===== config.mk =====
export PLATFORM = sky130hd
export DESIGN_NAME = vgr_general_regs
export DESIGN_NICKNAME = d
export VERILOG_FILES = /design/src/vgr_pkg.sv /design/src/vgr_general_regs.sv /design/src/vgr_reg8.sv /design/src/vgr_status_mux.sv
export SDC_FILE = /design/constraint.sdc
export NUM_CORES = 1
export LEC_CHECK = 0
export ABC_AREA = 1
export BUFFER_PORTS_ARGS = -buffer_cell sky130_fd_sc_hd__clkbuf_2
export CORE_UTILIZATION = 40
export DETAILED_ROUTE_END_ITERATION = 16
export PLACE_DENSITY = 0.77
export SYNTH_ARGS = -nofsm -noshare
export SYNTH_HDL_FRONTEND = slang
export SYNTH_SLANG_ARGS = --single-unit

===== constraint.sdc =====
create_clock -name clock -period 2.7 [get_ports clock]
set_input_delay 0 -clock clock [delete_from_list [all_inputs] [get_ports clock]]
set_output_delay 0 -clock clock [all_outputs]
set_load 0.05 [all_outputs]

===== src/vgr_pkg.sv =====
//----------------------------------------------------------------------
// vga general control register package
//----------------------------------------------------------------------
// Overview of operation
// - CRTC/status one/mode ports follow address select bit
// - misc output written 3C2h, read back 3CCh
// - misc bit 1 gates CPU video memory access
// - misc bits 3:2 select pixel clock
// - misc bit 5 picks odd/even page
// - misc bits 7:6 set sync polarities
// - feature bit 3 ORs vsync with display enable
// - status zero bit 4 shows comparator
// - status zero bit 7 shows retrace interrupt
// - status one bit 0 shows blanking
// - status one bit 3 shows vertical retrace
// - status one bits 5:4 mux colour outputs
// - colour emulation mode control bit meanings
// - monochrome emulation mode control bit meanings
// - add-on bit 4 gates sleep register writes
// - sleep bit 0 low disables video subsystem
// - port 3C3h reads sleep enable bit
// - cleared sequencer reset bits halt sequencer
package vgr_pkg;

    //------------------------------------------------------------------
    // port addresses
    //------------------------------------------------------------------
    localparam logic [15:0] VGR_PORT_SLEEP     = 16'h0102;
    localparam logic [15:0] VGR_PORT_MISC_WR   = 16'h03C2;
    localparam logic [15:0] VGR_PORT_STAT0     = 16'h03C2;
    localparam logic [15:0] VGR_PORT_BOARD     = 16'h03C3;
    localparam logic [15:0] VGR_PORT_FEAT_RD   = 16'h03CA;
    localparam logic [15:0] VGR_PORT_MISC_RD   = 16'h03CC;
    localparam logic [15:0] VGR_PORT_ADDON     = 16'h46E8;
    localparam logic [15:0] VGR_PORT_MONO_BASE = 16'h03B0;
    localparam logic [15:0] VGR_PORT_COLR_BASE = 16'h03D0;
    localparam logic [3:0]  VGR_LOW_CRTC_IDX   = 4'h4;
    localparam logic [3:0]  VGR_LOW_CRTC_DAT   = 4'h5;
    localparam logic [3:0]  VGR_LOW_MODE       = 4'h8;
    localparam logic [3:0]  VGR_LOW_STAT1      = 4'hA;

    //------------------------------------------------------------------
    // field positions
    //------------------------------------------------------------------
    localparam int VGR_MISC_ADDR_SEL = 0;
    localparam int VGR_MISC_VRAM_EN  = 1;
    localparam int VGR_MISC_CLK_LO   = 2;
    localparam int VGR_MISC_PAGE     = 5;
    localparam int VGR_MISC_HPOL     = 6;
    localparam int VGR_MISC_VPOL     = 7;
    localparam int VGR_FEAT_VSYNC    = 3;
    localparam int VGR_ADDON_EN      = 3;
    localparam int VGR_ADDON_SLP_WE  = 4;
    localparam int VGR_SLEEP_EN      = 0;
    localparam int VGR_SEQ_OE_BIT    = 3;
    localparam int VGR_GRA_CHAIN_BIT = 1;

    //------------------------------------------------------------------
    // writable masks and reset values
    //------------------------------------------------------------------
    localparam logic [7:0] VGR_MISC_MASK   = 8'hEF;
    localparam logic [7:0] VGR_FEAT_MASK   = 8'h08;
    localparam logic [7:0] VGR_ADDON_MASK  = 8'h18;
    localparam logic [7:0] VGR_SLEEP_MASK  = 8'h01;
    localparam logic [7:0] VGR_MODE_MASK   = 8'hBF;
    localparam logic [7:0] VGR_MISC_RST    = 8'h00;
    localparam logic [7:0] VGR_FEAT_RST    = 8'h00;
    localparam logic [7:0] VGR_ADDON_RST   = 8'h08;
    localparam logic [7:0] VGR_SLEEP_RST   = 8'h01;
    localparam logic [7:0] VGR_MODE_RST    = 8'h00;

    //------------------------------------------------------------------
    // types
    //------------------------------------------------------------------
    typedef enum logic [1:0] {
        VGR_CLK_25M,
        VGR_CLK_28M,
        VGR_CLK_RSV2,
        VGR_CLK_RSV3
    } vgr_clk_sel_t;

    // host i/o request
    typedef struct packed {
        logic        rd;
        logic        wr;
        logic [15:0] addr;
        logic [7:0]  wdata;
    } vgr_io_req_t;

    // decoded video mode controls
    typedef struct packed {
        logic         mono_emul;
        logic         vram_cpu_en;
        vgr_clk_sel_t clk_sel;
        logic         odd_page;
        logic         hsync_neg;
        logic         vsync_neg;
        logic         wide_text;
        logic         graphics;
        logic         bw_mode;
        logic         video_en;
        logic         hires_bw;
        logic         bg_intensity;
        logic         blank_screen;
        logic         mono_page1;
    } vgr_mode_t;

endpackage


===== src/vgr_general_regs.sv =====
`timescale 1ns/1ps
// general control and status registers
module vgr_general_regs
    import vgr_pkg::*;
(
    input  wire logic        clock,
    input  wire logic        rst_n,
    input  wire logic        ce,
    input  wire vgr_io_req_t io_req,
    output logic      [7:0]  io_rdata,
    output logic             io_rd_hit,
    output logic             io_wr_hit,
    input  wire logic        mem_rd,
    input  wire logic        mem_rom_hit,
    output logic             mem_ack,
    output logic             crtc_sel,
    output logic             vga_io_en,
    input  wire logic        seq_rst_async_n,
    input  wire logic        seq_rst_sync_n,
    output logic             seq_run,
    input  wire logic [7:0]  seq_mem_mode,
    input  wire logic [7:0]  gra_misc,
    input  wire logic [7:0]  attr_colour_plane_enable,
    input  wire logic [7:0]  attr_colour_outputs,
    input  wire logic        vsync_raw,
    input  wire logic        hsync_raw,
    input  wire logic        vdisp_en,
    input  wire logic        disp_active,
    input  wire logic        dac_cmp_active,
    input  wire logic        vretrace_irq_pend,
    output logic             vsync_out,
    output logic             hsync_out,
    output logic             vram_cpu_access,
    output logic             page_select_odd,
    output vgr_mode_t        mode
);
    //------------------------------------------------------------------
    // register outputs and strobes
    //------------------------------------------------------------------
    logic [7:0] misc_output;
    logic [7:0] feature_control;
    logic [7:0] addon_subsystem_enable;
    logic [7:0] subsystem_sleep;
    logic [7:0] legacy_mode_control;
    logic [7:0] input_status_zero;
    logic [7:0] input_status_one;
    logic [7:0] board_enable_readback;
    logic [1:0] diag_bits;
    logic [15:0] emul_base;
    logic       dec_en;
    logic       addon_hit;
    logic       sleep_hit_wr;
    logic       misc_hit_wr;
    logic       misc_hit_rd;
    logic       stat0_hit_rd;
    logic       board_hit_rd;
    logic       feat_hit_rd;
    logic       feat_hit_wr;
    logic       mode_hit;
    logic       stat1_hit_rd;
    logic       crtc_hit;
    logic       misc_we;
    logic       feat_we;
    logic       addon_we;
    logic       sleep_we;
    logic       mode_we;
    logic       odd_even_overr;
    logic [7:0] rdata_nxt;
    logic [7:0] rdata_r;
    logic       vsync_nxt;
    logic       vsync_r;
    logic       hsync_r;

    //------------------------------------------------------------------
    // address decoding
    //------------------------------------------------------------------
    // emulation range base, mono 3Bx or colour 3Dx
    assign emul_base = misc_output[VGR_MISC_ADDR_SEL]
                     ? VGR_PORT_COLR_BASE : VGR_PORT_MONO_BASE;
    // decoding alive only when add-on and sleep enables both set
    assign dec_en = addon_subsystem_enable[VGR_ADDON_EN]
                  & subsystem_sleep[VGR_SLEEP_EN];
    assign vga_io_en = dec_en;

    // add-on port always reachable for writes
    assign addon_hit    = io_req.wr & (io_req.addr == VGR_PORT_ADDON);
    // sleep port write survives suspension
    assign sleep_hit_wr = io_req.wr & (io_req.addr == VGR_PORT_SLEEP);
    assign misc_hit_wr  = dec_en & io_req.wr & (io_req.addr == VGR_PORT_MISC_WR);
    assign misc_hit_rd  = dec_en & io_req.rd & (io_req.addr == VGR_PORT_MISC_RD);
    assign stat0_hit_rd = dec_en & io_req.rd & (io_req.addr == VGR_PORT_STAT0);
    assign board_hit_rd = dec_en & io_req.rd & (io_req.addr == VGR_PORT_BOARD);
    assign feat_hit_rd  = dec_en & io_req.rd & (io_req.addr == VGR_PORT_FEAT_RD);
    assign feat_hit_wr  = dec_en & io_req.wr
                        & (io_req.addr == (emul_base | {12'h000, VGR_LOW_STAT1}));
    assign stat1_hit_rd = dec_en & io_req.rd
                        & (io_req.addr == (emul_base | {12'h000, VGR_LOW_STAT1}));
    assign mode_hit     = dec_en & (io_req.rd | io_req.wr)
                        & (io_req.addr == (emul_base | {12'h000, VGR_LOW_MODE}));
    assign crtc_hit     = dec_en & (io_req.rd | io_req.wr)
                        & ((io_req.addr == (emul_base | {12'h000, VGR_LOW_CRTC_IDX}))
                        |  (io_req.addr == (emul_base | {12'h000, VGR_LOW_CRTC_DAT})));
    assign crtc_sel     = crtc_hit;

    //------------------------------------------------------------------
    // write strobes
    //------------------------------------------------------------------
    assign misc_we  = misc_hit_wr;
    assign feat_we  = feat_hit_wr;
    assign addon_we = addon_hit;
    // sleep write needs add-on bit 4
    assign sleep_we = sleep_hit_wr & addon_subsystem_enable[VGR_ADDON_SLP_WE];
    assign mode_we  = mode_hit & io_req.wr;

    //------------------------------------------------------------------
    // register instances
    //------------------------------------------------------------------
    vgr_reg8 #(.MASK(VGR_MISC_MASK), .RESET(VGR_MISC_RST)) u_misc (
        .clock (clock),
        .rst_n (rst_n),
        .ce    (ce),
        .we    (misc_we),
        .wdata (io_req.wdata),
        .q     (misc_output)
    );

    vgr_reg8 #(.MASK(VGR_FEAT_MASK), .RESET(VGR_FEAT_RST)) u_feat (
        .clock (clock),
        .rst_n (rst_n),
        .ce    (ce),
        .we    (feat_we),
        .wdata (io_req.wdata),
        .q     (feature_control)
    );

    vgr_reg8 #(.MASK(VGR_ADDON_MASK), .RESET(VGR_ADDON_RST)) u_addon (
        .clock (clock),
        .rst_n (rst_n),
        .ce    (ce),
        .we    (addon_we),
        .wdata (io_req.wdata),
        .q     (addon_subsystem_enable)
    );

    vgr_reg8 #(.MASK(VGR_SLEEP_MASK), .RESET(VGR_SLEEP_RST)) u_sleep (
        .clock (clock),
        .rst_n (rst_n),
        .ce    (ce),
        .we    (sleep_we),
        .wdata (io_req.wdata),
        .q     (subsystem_sleep)
    );

    vgr_reg8 #(.MASK(VGR_MODE_MASK), .RESET(VGR_MODE_RST)) u_mode (
        .clock (clock),
        .rst_n (rst_n),
        .ce    (ce),
        .we    (mode_we),
        .wdata (io_req.wdata),
        .q     (legacy_mode_control)
    );

    //------------------------------------------------------------------
    // status assembly
    //------------------------------------------------------------------
    vgr_status_mux u_diag (
        .colour (attr_colour_outputs),
        .sel    (attr_colour_plane_enable[5:4]),
        .diag   (diag_bits)
    );

    assign input_status_zero = {vretrace_irq_pend, 2'b00,
                                dac_cmp_active, 4'h0};
    assign input_status_one  = {2'b00, diag_bits,
                                vsync_raw,
                                2'b00, ~disp_active};
    assign board_enable_readback = {7'h00, subsystem_sleep[VGR_SLEEP_EN]};

    //------------------------------------------------------------------
    // read data select
    //------------------------------------------------------------------
    always_comb begin
        rdata_nxt = 8'h00;
        if (misc_hit_rd) begin
            rdata_nxt = misc_output;
        end else if (stat0_hit_rd) begin
            rdata_nxt = input_status_zero;
        end else if (board_hit_rd) begin
            rdata_nxt = board_enable_readback;
        end else if (feat_hit_rd) begin
            rdata_nxt = feature_control;
        end else if (stat1_hit_rd) begin
            rdata_nxt = input_status_one;
        end else if (mode_hit & io_req.rd) begin
            rdata_nxt = legacy_mode_control;
        end
    end

    assign io_rd_hit = misc_hit_rd | stat0_hit_rd | board_hit_rd | feat_hit_rd
                     | stat1_hit_rd | (mode_hit & io_req.rd);
    assign io_wr_hit = misc_we | feat_we | addon_we | sleep_hit_wr | mode_we;
    assign io_rdata  = rdata_r;

    // rom reads answered even while suspended
    assign mem_ack = mem_rd & mem_rom_hit;

    //------------------------------------------------------------------
    // sync shaping
    //------------------------------------------------------------------
    assign vsync_nxt = (feature_control[VGR_FEAT_VSYNC] ? (vsync_raw | vdisp_en)
                                                        : vsync_raw)
                     ^ misc_output[VGR_MISC_VPOL];

    // sequencer halts if either reset bit clear
    assign seq_run = seq_rst_async_n & seq_rst_sync_n & dec_en;

    //------------------------------------------------------------------
    // read and sync flops
    //------------------------------------------------------------------
    always_ff @(posedge clock or negedge rst_n) begin
        if (!rst_n) begin
            rdata_r <= 8'h00;
            vsync_r <= 1'b0;
            hsync_r <= 1'b0;
        end else if (ce) begin
            rdata_r <= rdata_nxt;
            vsync_r <= seq_run & vsync_nxt;
            hsync_r <= seq_run & (hsync_raw ^ misc_output[VGR_MISC_HPOL]);
        end
    end

    assign vsync_out = vsync_r;
    assign hsync_out = hsync_r;

    //------------------------------------------------------------------
    // memory gating and page select
    //------------------------------------------------------------------
    assign vram_cpu_access = dec_en & misc_output[VGR_MISC_VRAM_EN];
    assign odd_even_overr  = gra_misc[VGR_GRA_CHAIN_BIT] | seq_mem_mode[VGR_SEQ_OE_BIT];
    // page bit only counts outside override
    assign page_select_odd = ~odd_even_overr & misc_output[VGR_MISC_PAGE];

    //------------------------------------------------------------------
    // decoded mode fields
    //------------------------------------------------------------------
    always_comb begin
        mode              = '0;
        mode.mono_emul    = ~misc_output[VGR_MISC_ADDR_SEL];
        mode.vram_cpu_en  = misc_output[VGR_MISC_VRAM_EN];
        mode.clk_sel      = vgr_clk_sel_t'(misc_output[VGR_MISC_CLK_LO +: 2]);
        mode.odd_page     = page_select_odd;
        mode.hsync_neg    = misc_output[VGR_MISC_HPOL];
        mode.vsync_neg    = misc_output[VGR_MISC_VPOL];
        mode.graphics     = legacy_mode_control[1];
        mode.video_en     = legacy_mode_control[3];
        if (misc_output[VGR_MISC_ADDR_SEL]) begin
            mode.wide_text    = legacy_mode_control[0];
            mode.bw_mode      = legacy_mode_control[2];
            mode.hires_bw     = legacy_mode_control[4];
            mode.bg_intensity = legacy_mode_control[5];
        end else begin
            mode.blank_screen = legacy_mode_control[5];
            mode.mono_page1   = legacy_mode_control[7];
        end
    end
endmodule


===== src/vgr_reg8.sv =====
`timescale 1ns/1ps
// masked byte register with write strobe
module vgr_reg8
    import vgr_pkg::*;
#(
    parameter logic [7:0] MASK  = 8'hFF,
    parameter logic [7:0] RESET = 8'h00
) (
    input  wire logic       clock,
    input  wire logic       rst_n,
    input  wire logic       ce,
    input  wire logic       we,
    input  wire logic [7:0] wdata,
    output logic      [7:0] q
);
    //------------------------------------------------------------------
    // storage
    //------------------------------------------------------------------
    logic [7:0] q_r;
    logic [7:0] q_nxt;

    // reserved bits stay zero
    assign q_nxt = (we) ? (wdata & MASK) : q_r;
    assign q     = q_r;

    always_ff @(posedge clock or negedge rst_n) begin
        if (!rst_n) begin
            q_r <= RESET & MASK;
        end else if (ce) begin
            q_r <= q_nxt;
        end
    end
endmodule


===== src/vgr_status_mux.sv =====
`timescale 1ns/1ps
// diagnostic colour output selector
module vgr_status_mux
    import vgr_pkg::*;
(
    input  wire logic [7:0] colour,
    input  wire logic [1:0] sel,
    output logic      [1:0] diag
);
    //------------------------------------------------------------------
    // pick two of eight colour outputs
    //------------------------------------------------------------------
    always_comb begin
        unique case (sel)
            2'h0: diag = {colour[2], colour[0]};
            2'h1: diag = {colour[5], colour[4]};
            2'h2: diag = {colour[3], colour[1]};
            2'h3: diag = {colour[7], colour[6]};
        endcase
    end
endmodule

# Word level (Yosys, flattened, before mapping)

Cells that the tools add are included.

Bits in registers: 28
Word-level logic and storage cells: 83
Output and inout bits: 33
Input bits: 71

Multiplexer cells: 13
Bitwise operators: 43
Equal/unequal tests: 13
Reduce and logical (&&, ||, !) cells: 6

Operators by type and width:

| operator             | number |
|---|---|
| $eq 16x10->1         | 4 |
| $eq 16x10->1 const B | 4 |
| $mux 8               | 6 |
| $and 1x1->1          | 25 |
| $eq 16x15->1 const B | 1 |
| $eq 16x9->1 const B  | 1 |
| $or 1x1->1           | 13 |
| $reduce_and 2->1     | 5 |
| $pmux 2 s4           | 1 |
| $mux 7               | 1 |
| $eq 2x2->1 const B   | 2 |
| $mux 2               | 2 |
| $mux 1               | 3 |
| $not 1->1            | 3 |
| $eq 2x1->1 const B   | 1 |
| $logic_not 2->1      | 1 |
| $xor 1x1->1          | 2 |

# Logic depth before layout (Yosys ltp)

Depth in word-level cells: 10
Depth in mapped cells: 14
Gate-level depth less buffers: 13

# By module

A second synthesis with hierarchy kept.

Cell total of the unflattened synthesis: 338
Area total of the unflattened synthesis: 2230.9 um^2

Modules (own cells, without submodules):

| module                 | instances | area each (um^2) | cells an instance | sequential area each (um^2) |
|---|---|---|---|---|
| vgr_general_regs       | 1         | 1263.7           | 217               | 250.2 |
| vgr_reg8 at u_misc ... | 2         | 290.3            | 33                | 175.2 |
| vgr_reg8 at u_addon    | 1         | 128.9            | 16                | 51.3 |
| vgr_reg8 at u_sleep    | 1         | 98.8             | 13                | 26.3 |
| vgr_reg8 at u_feat     | 1         | 97.6             | 13                | 25.0 |
| vgr_status_mux         | 1         | 61.3             | 13                | 0.0 |

# Worst setup path before layout

OpenSTA, ideal clock, no wires.

Path type: register -> output
From: reg u_addon.q_r[3] (netlist: u_addon.q[3])
To: out crtc_sel
Data arrival time: 1990 ps
Slack: 710 ps
Data required time: 2700 ps
Buffers on the path: 0
Stages on the path, launching flop included: 7
Path through: dfstp_2 -> nand2_4 -> nor2_4 -> nor2_4 -> nor2_4 -> nand2_1 -> nor3_1

Cells in the longest elaborated chain, start to end: 3

Ends and longest elaborated chain:

| element                  | RTL line                | text |
|---|---|---|
| start: declaration       | vgr_reg8.sv:19          | `logic [7:0] q_r;` |
| start signal: assignment | vgr_reg8.sv:28          | `q_r <= RESET & MASK;` |
| start signal: assignment | vgr_reg8.sv:30          | `q_r <= q_nxt;` |
| $and 1x1->1              | vgr_general_regs.sv:82  | `& subsystem_sleep[VGR_SLEEP_EN];` |
| $and 1x1->1              | vgr_general_regs.sv:100 | `assign crtc_hit = dec_en & (io_req.rd \| io_req.wr)` |
| $and 1x1->1              | vgr_general_regs.sv:101 | `& ((io_req.addr == (emul_base \| {12'h000, VGR_LOW_CRTC_IDX}))` |
| end: declaration         | vgr_general_regs.sv:16  | `output logic crtc_sel,` |

Every way passes these cells.

# Final worst setup path

From: reg u_sleep.q_r[0] (netlist: u_sleep.q[0])
To: reg u_mode.q_r[0] (netlist: u_mode.q[0])

Cells in the longest elaborated chain, start to end: 5

Ends and longest elaborated chain:

| element                           | RTL line                | text |
|---|---|---|
| start: declaration                | vgr_reg8.sv:19          |  |
| start signal: assignment          | vgr_reg8.sv:28          |  |
| start signal: assignment          | vgr_reg8.sv:30          |  |
| $and 1x1->1                       | vgr_general_regs.sv:82  |  |
| $and 1x1->1                       | vgr_general_regs.sv:98  | `assign mode_hit = dec_en & (io_req.rd \| io_req.wr)` |
| $and 1x1->1                       | vgr_general_regs.sv:99  | `& (io_req.addr == (emul_base \| {12'h000, VGR_LOW_MODE}));` |
| $and 1x1->1                       | vgr_general_regs.sv:113 | `assign mode_we = mode_hit & io_req.wr;` |
| $reduce_and 2->1 (no source line) | -                       |  |
| end signal: assignment            | vgr_reg8.sv:28          |  |
| end signal: assignment            | vgr_reg8.sv:30          |  |
| end: declaration                  | vgr_reg8.sv:19          |  |

Every way passes these cells.
A chain may end at the register's enable or synchronous reset.

==> impl_metrics.json <==
{
  "status": "finished clean",
  "syn_inst": 283,
  "critPathBufInv": 0,
  "cts_num_sinks": 28,
  "clkSlewWorstSetupHoldPaths_ps": 100,
  "io_pins": 104,
  "syn_nets": 354,
  "ys_seq_area_frac": 0.3528,
  "vias": 2069,
  "synth.top_cell.area_share": 0.3264,
  "grt_max_degree": 29,
  "fin_crit_ps": 1997,
  "yosysWarningCount": 0,
  "die_area_sq_mm": 0.005269,
  "grt_pass1_vias": 1900,
  "pre_cts_ws_ps": 725.4,
  "drive_above_1_share": 0.3324,
  "yosys.area.top_type": "dfrtp_1",
  "post_cts_resized": 0,
  "clock_path_buffers": 2,
  "finalNetCount": 436,
  "finalHoldViolCount": 0,
  "combPwrFrac": 0.170,
  "clock_skew_ps": 8.758,
  "synthTopCellsByCount": "nand2_1, inv_1, nand3_1, dfrtp_1, nor2_1",
  "finalCritPeriodShare": 0.7395,
  "max_freq_mhz": 500.8,
  "synthDistinctLibCells": 32,
  "grt_overflow": 0,
  "maxSlewViolCount": 0,
  "drtAntennaViolNets": 0,
  "hpwl_mm": 4.144,
  "grt_pass1_wl_mm": 8.480,
  "setup_slack_ps": 703.3,
  "synth_flop_cell": "dfrtp_1",
  "drc": 0,
  "io_buffers": 83,
  "crit_required_ps": 2850,
  "dr.first_iter.drc_count": 123,
  "insertion_delay_ps": 270,
  "maxCapViolCount": 0,
  "leakagePower_uw": 0.001429,
  "reg2reg_to": "u_mode.q[0]",
  "path_cells": "nand2_4 -> nor2_8 -> nor2_4 -> nor2_4 -> nand2_1 -> nor3_2 -> nand3_2 -> nand2_1 -> o21ai_2",
  "cts_root_buffer": "clkbuf_8",
  "crit_family": "simple AND/OR/NAND/NOR gates",
  "core_area_sq_mm": 0.004755,
  "cellPowerDensity_mw_per_mm2": 324.3,
  "synth-edff-count": 0,
  "startpoint_type": "register",
  "hold_end": "hsync_out",
  "wirelength_mm": 5.203,
  "ys_top_cells_by_area": "dfrtp_1, nand2_1, inv_1",
  "area.growth.synth_to_final_pct": 26.87,
  "die_width_um": 72.59,
  "internal-power_uw": 605.8,
  "rr_worst_depth": 9,
  "slew_headroom": 0.5471,
  "holdBufCountCts": 8,
  "p_seq_frac": 0.518,
  "worst_slew_pin_slew_ps": 679.3,
  "start_util": 0.4192,
  "placementRows": 25,
  "worstSetupPathType": "reg -> reg",
  "postCtsSetupRepairBufs": 0,
  "cpMaxStageDelayCell": "dfstp_2",
  "max_stage_delay_ps": 560,
  "crit_fanout": 14,
  "cts_tree": "yes",
  "seqCellArea_sq_um": 703.2,
  "clkPwrFrac": 0.312,
  "setup-tns-final_ps": 0,
  "fill_cells": 493,
  "async_reset_ff_frac": 1.000,
  "reg2reg_slack_ps": 700,
  "htreeDepth": 1,
  "hold_path.class": "in -> reg",
  "arrival_ps": 2150,
  "multi_input_area_sq_mm": 0.001011,
  "synth_most_common_cell": "nand2_1",
  "die_y_um": 72.59,
  "switching_share": 0.2614,
  "hp-start": "hsync_raw",
  "ir_drop_uv": 223.2,
  "dr.pass1.iters": 4,
  "antenna_cells": 0,
  "grt_setup_unrepaired": "false",
  "post_drt_wl_per_cell_um": 12.07,
  "setup_viol_count_final": 0,
  "cts_made_buffers": 3,
  "gp_congestion": 0.8804,
  "syn_area_per_cell_sq_um": 7.043,
  "vias_per_cell": 4.800,
  "globalRouteTotalUtil": 0.2040,
  "syn_area_sq_mm": 0.001993,
  "switching_power_uw": 214.4,
  "min_path_cells": 3,
  "antenna_found_initial": 0,
  "r2r-start": "u_sleep.q[0]",
  "ys_seq_elements": 28,
  "endpoint_kind": "register"
}
==> layer usage <==
metal	global-route usage	vias to the layer above	share of wire
met2	0.3603	69	0.48
met5	0	-	0
met1	0.2636	936	0.45
li1	-	1060	-
met3	0.03039	4	0.062
met4	0.04575	0	0.0073
==> area by class of cell <==
class                   count  area share
clock buffers               4     0.02177
multi-input cells         193      0.3998
well taps                  67     0.03315
flip-flops and latches     28      0.2781
inverters                  48     0.07125
repair buffers             91      0.1959
==> flip-flops by register name, indices dropped and copies added (netlist names) <==
name,cells
io_rdata,8
u_misc.q,7
u_mode.q,7
u_addon.q,2
hsync_out,1
u_feat.q,1
u_sleep.q,1
vsync_out,1
==> kinds of logic after synthesis <==
logic type,after synthesis,synth area share
compound gates,29,0.08789
xor+xnor,2,0.008790
buf+inv,62,0.1400
flops,28,0.3528
mux,1,0.005649
simple gates,161,0.4049
==> stage by stage <==
stage                     total power (uW)  hold WS (ps)  cells  instance area (sq um)  utilization
final                                820.2         17.60    431                   2529       0.5318
after floorplan                      495.3        -295.6    283                   1993            -
after global placement               561.9         67.56    419                   2394       0.5034
after CTS                            826.5         21.32    431                   2529       0.5318
after global routing                 855.1         42.35    431                   2529       0.5318
after detailed placement             563.7         73.62    419                   2394       0.5034
==> layout by cell type, fill, tap and decap left out, drive strengths merged, types with 3 or more instances in the layout <==
cell / count
nor4: 3
a21oi: 8
dlygate4sd3: 8
o21ai: 19
inv: 48
clkbuf: 87
nand3: 33
nand4: 9
dfrtp: 26
nor3: 11
nand2: 76
nor2: 26
==> worst max-delay path by stage <==
stage          cells past startpoint  slack, ps         start           to
4_1_cts                            9        700  u_sleep.q[0]    io_rd_hit
3_5_place_dp                       9        730  u_sleep.q[0]  u_mode.q[0]
3_3_place_gp                       9        740  u_addon.q[3]  u_mode.q[1]
6_report                           9        700  u_sleep.q[0]  u_mode.q[0]
5_1_grt                            7        500   u_misc.q[0]    io_rd_hit
2_1_floorplan                      6        710  u_addon.q[3]     crtc_sel
==> power groups by stage <==
stage | clock [uW] | sequential (uW) | combinational (uW)
floorplan | 0 | 448 | 47.3
global placement | 0 | 434 | 128
detailed placement | 0 | 433 | 130
CTS | 262 | 425 | 140
global route | 275 | 426 | 154
finish | 256 | 425 | 139
==> worst min-delay path, cell delays in order <==
cell,delay [ps]
clkbuf_2,80
xnor2_1,100
o21ai_0,80
No activity file was read; power rests on OpenSTA's default activity.
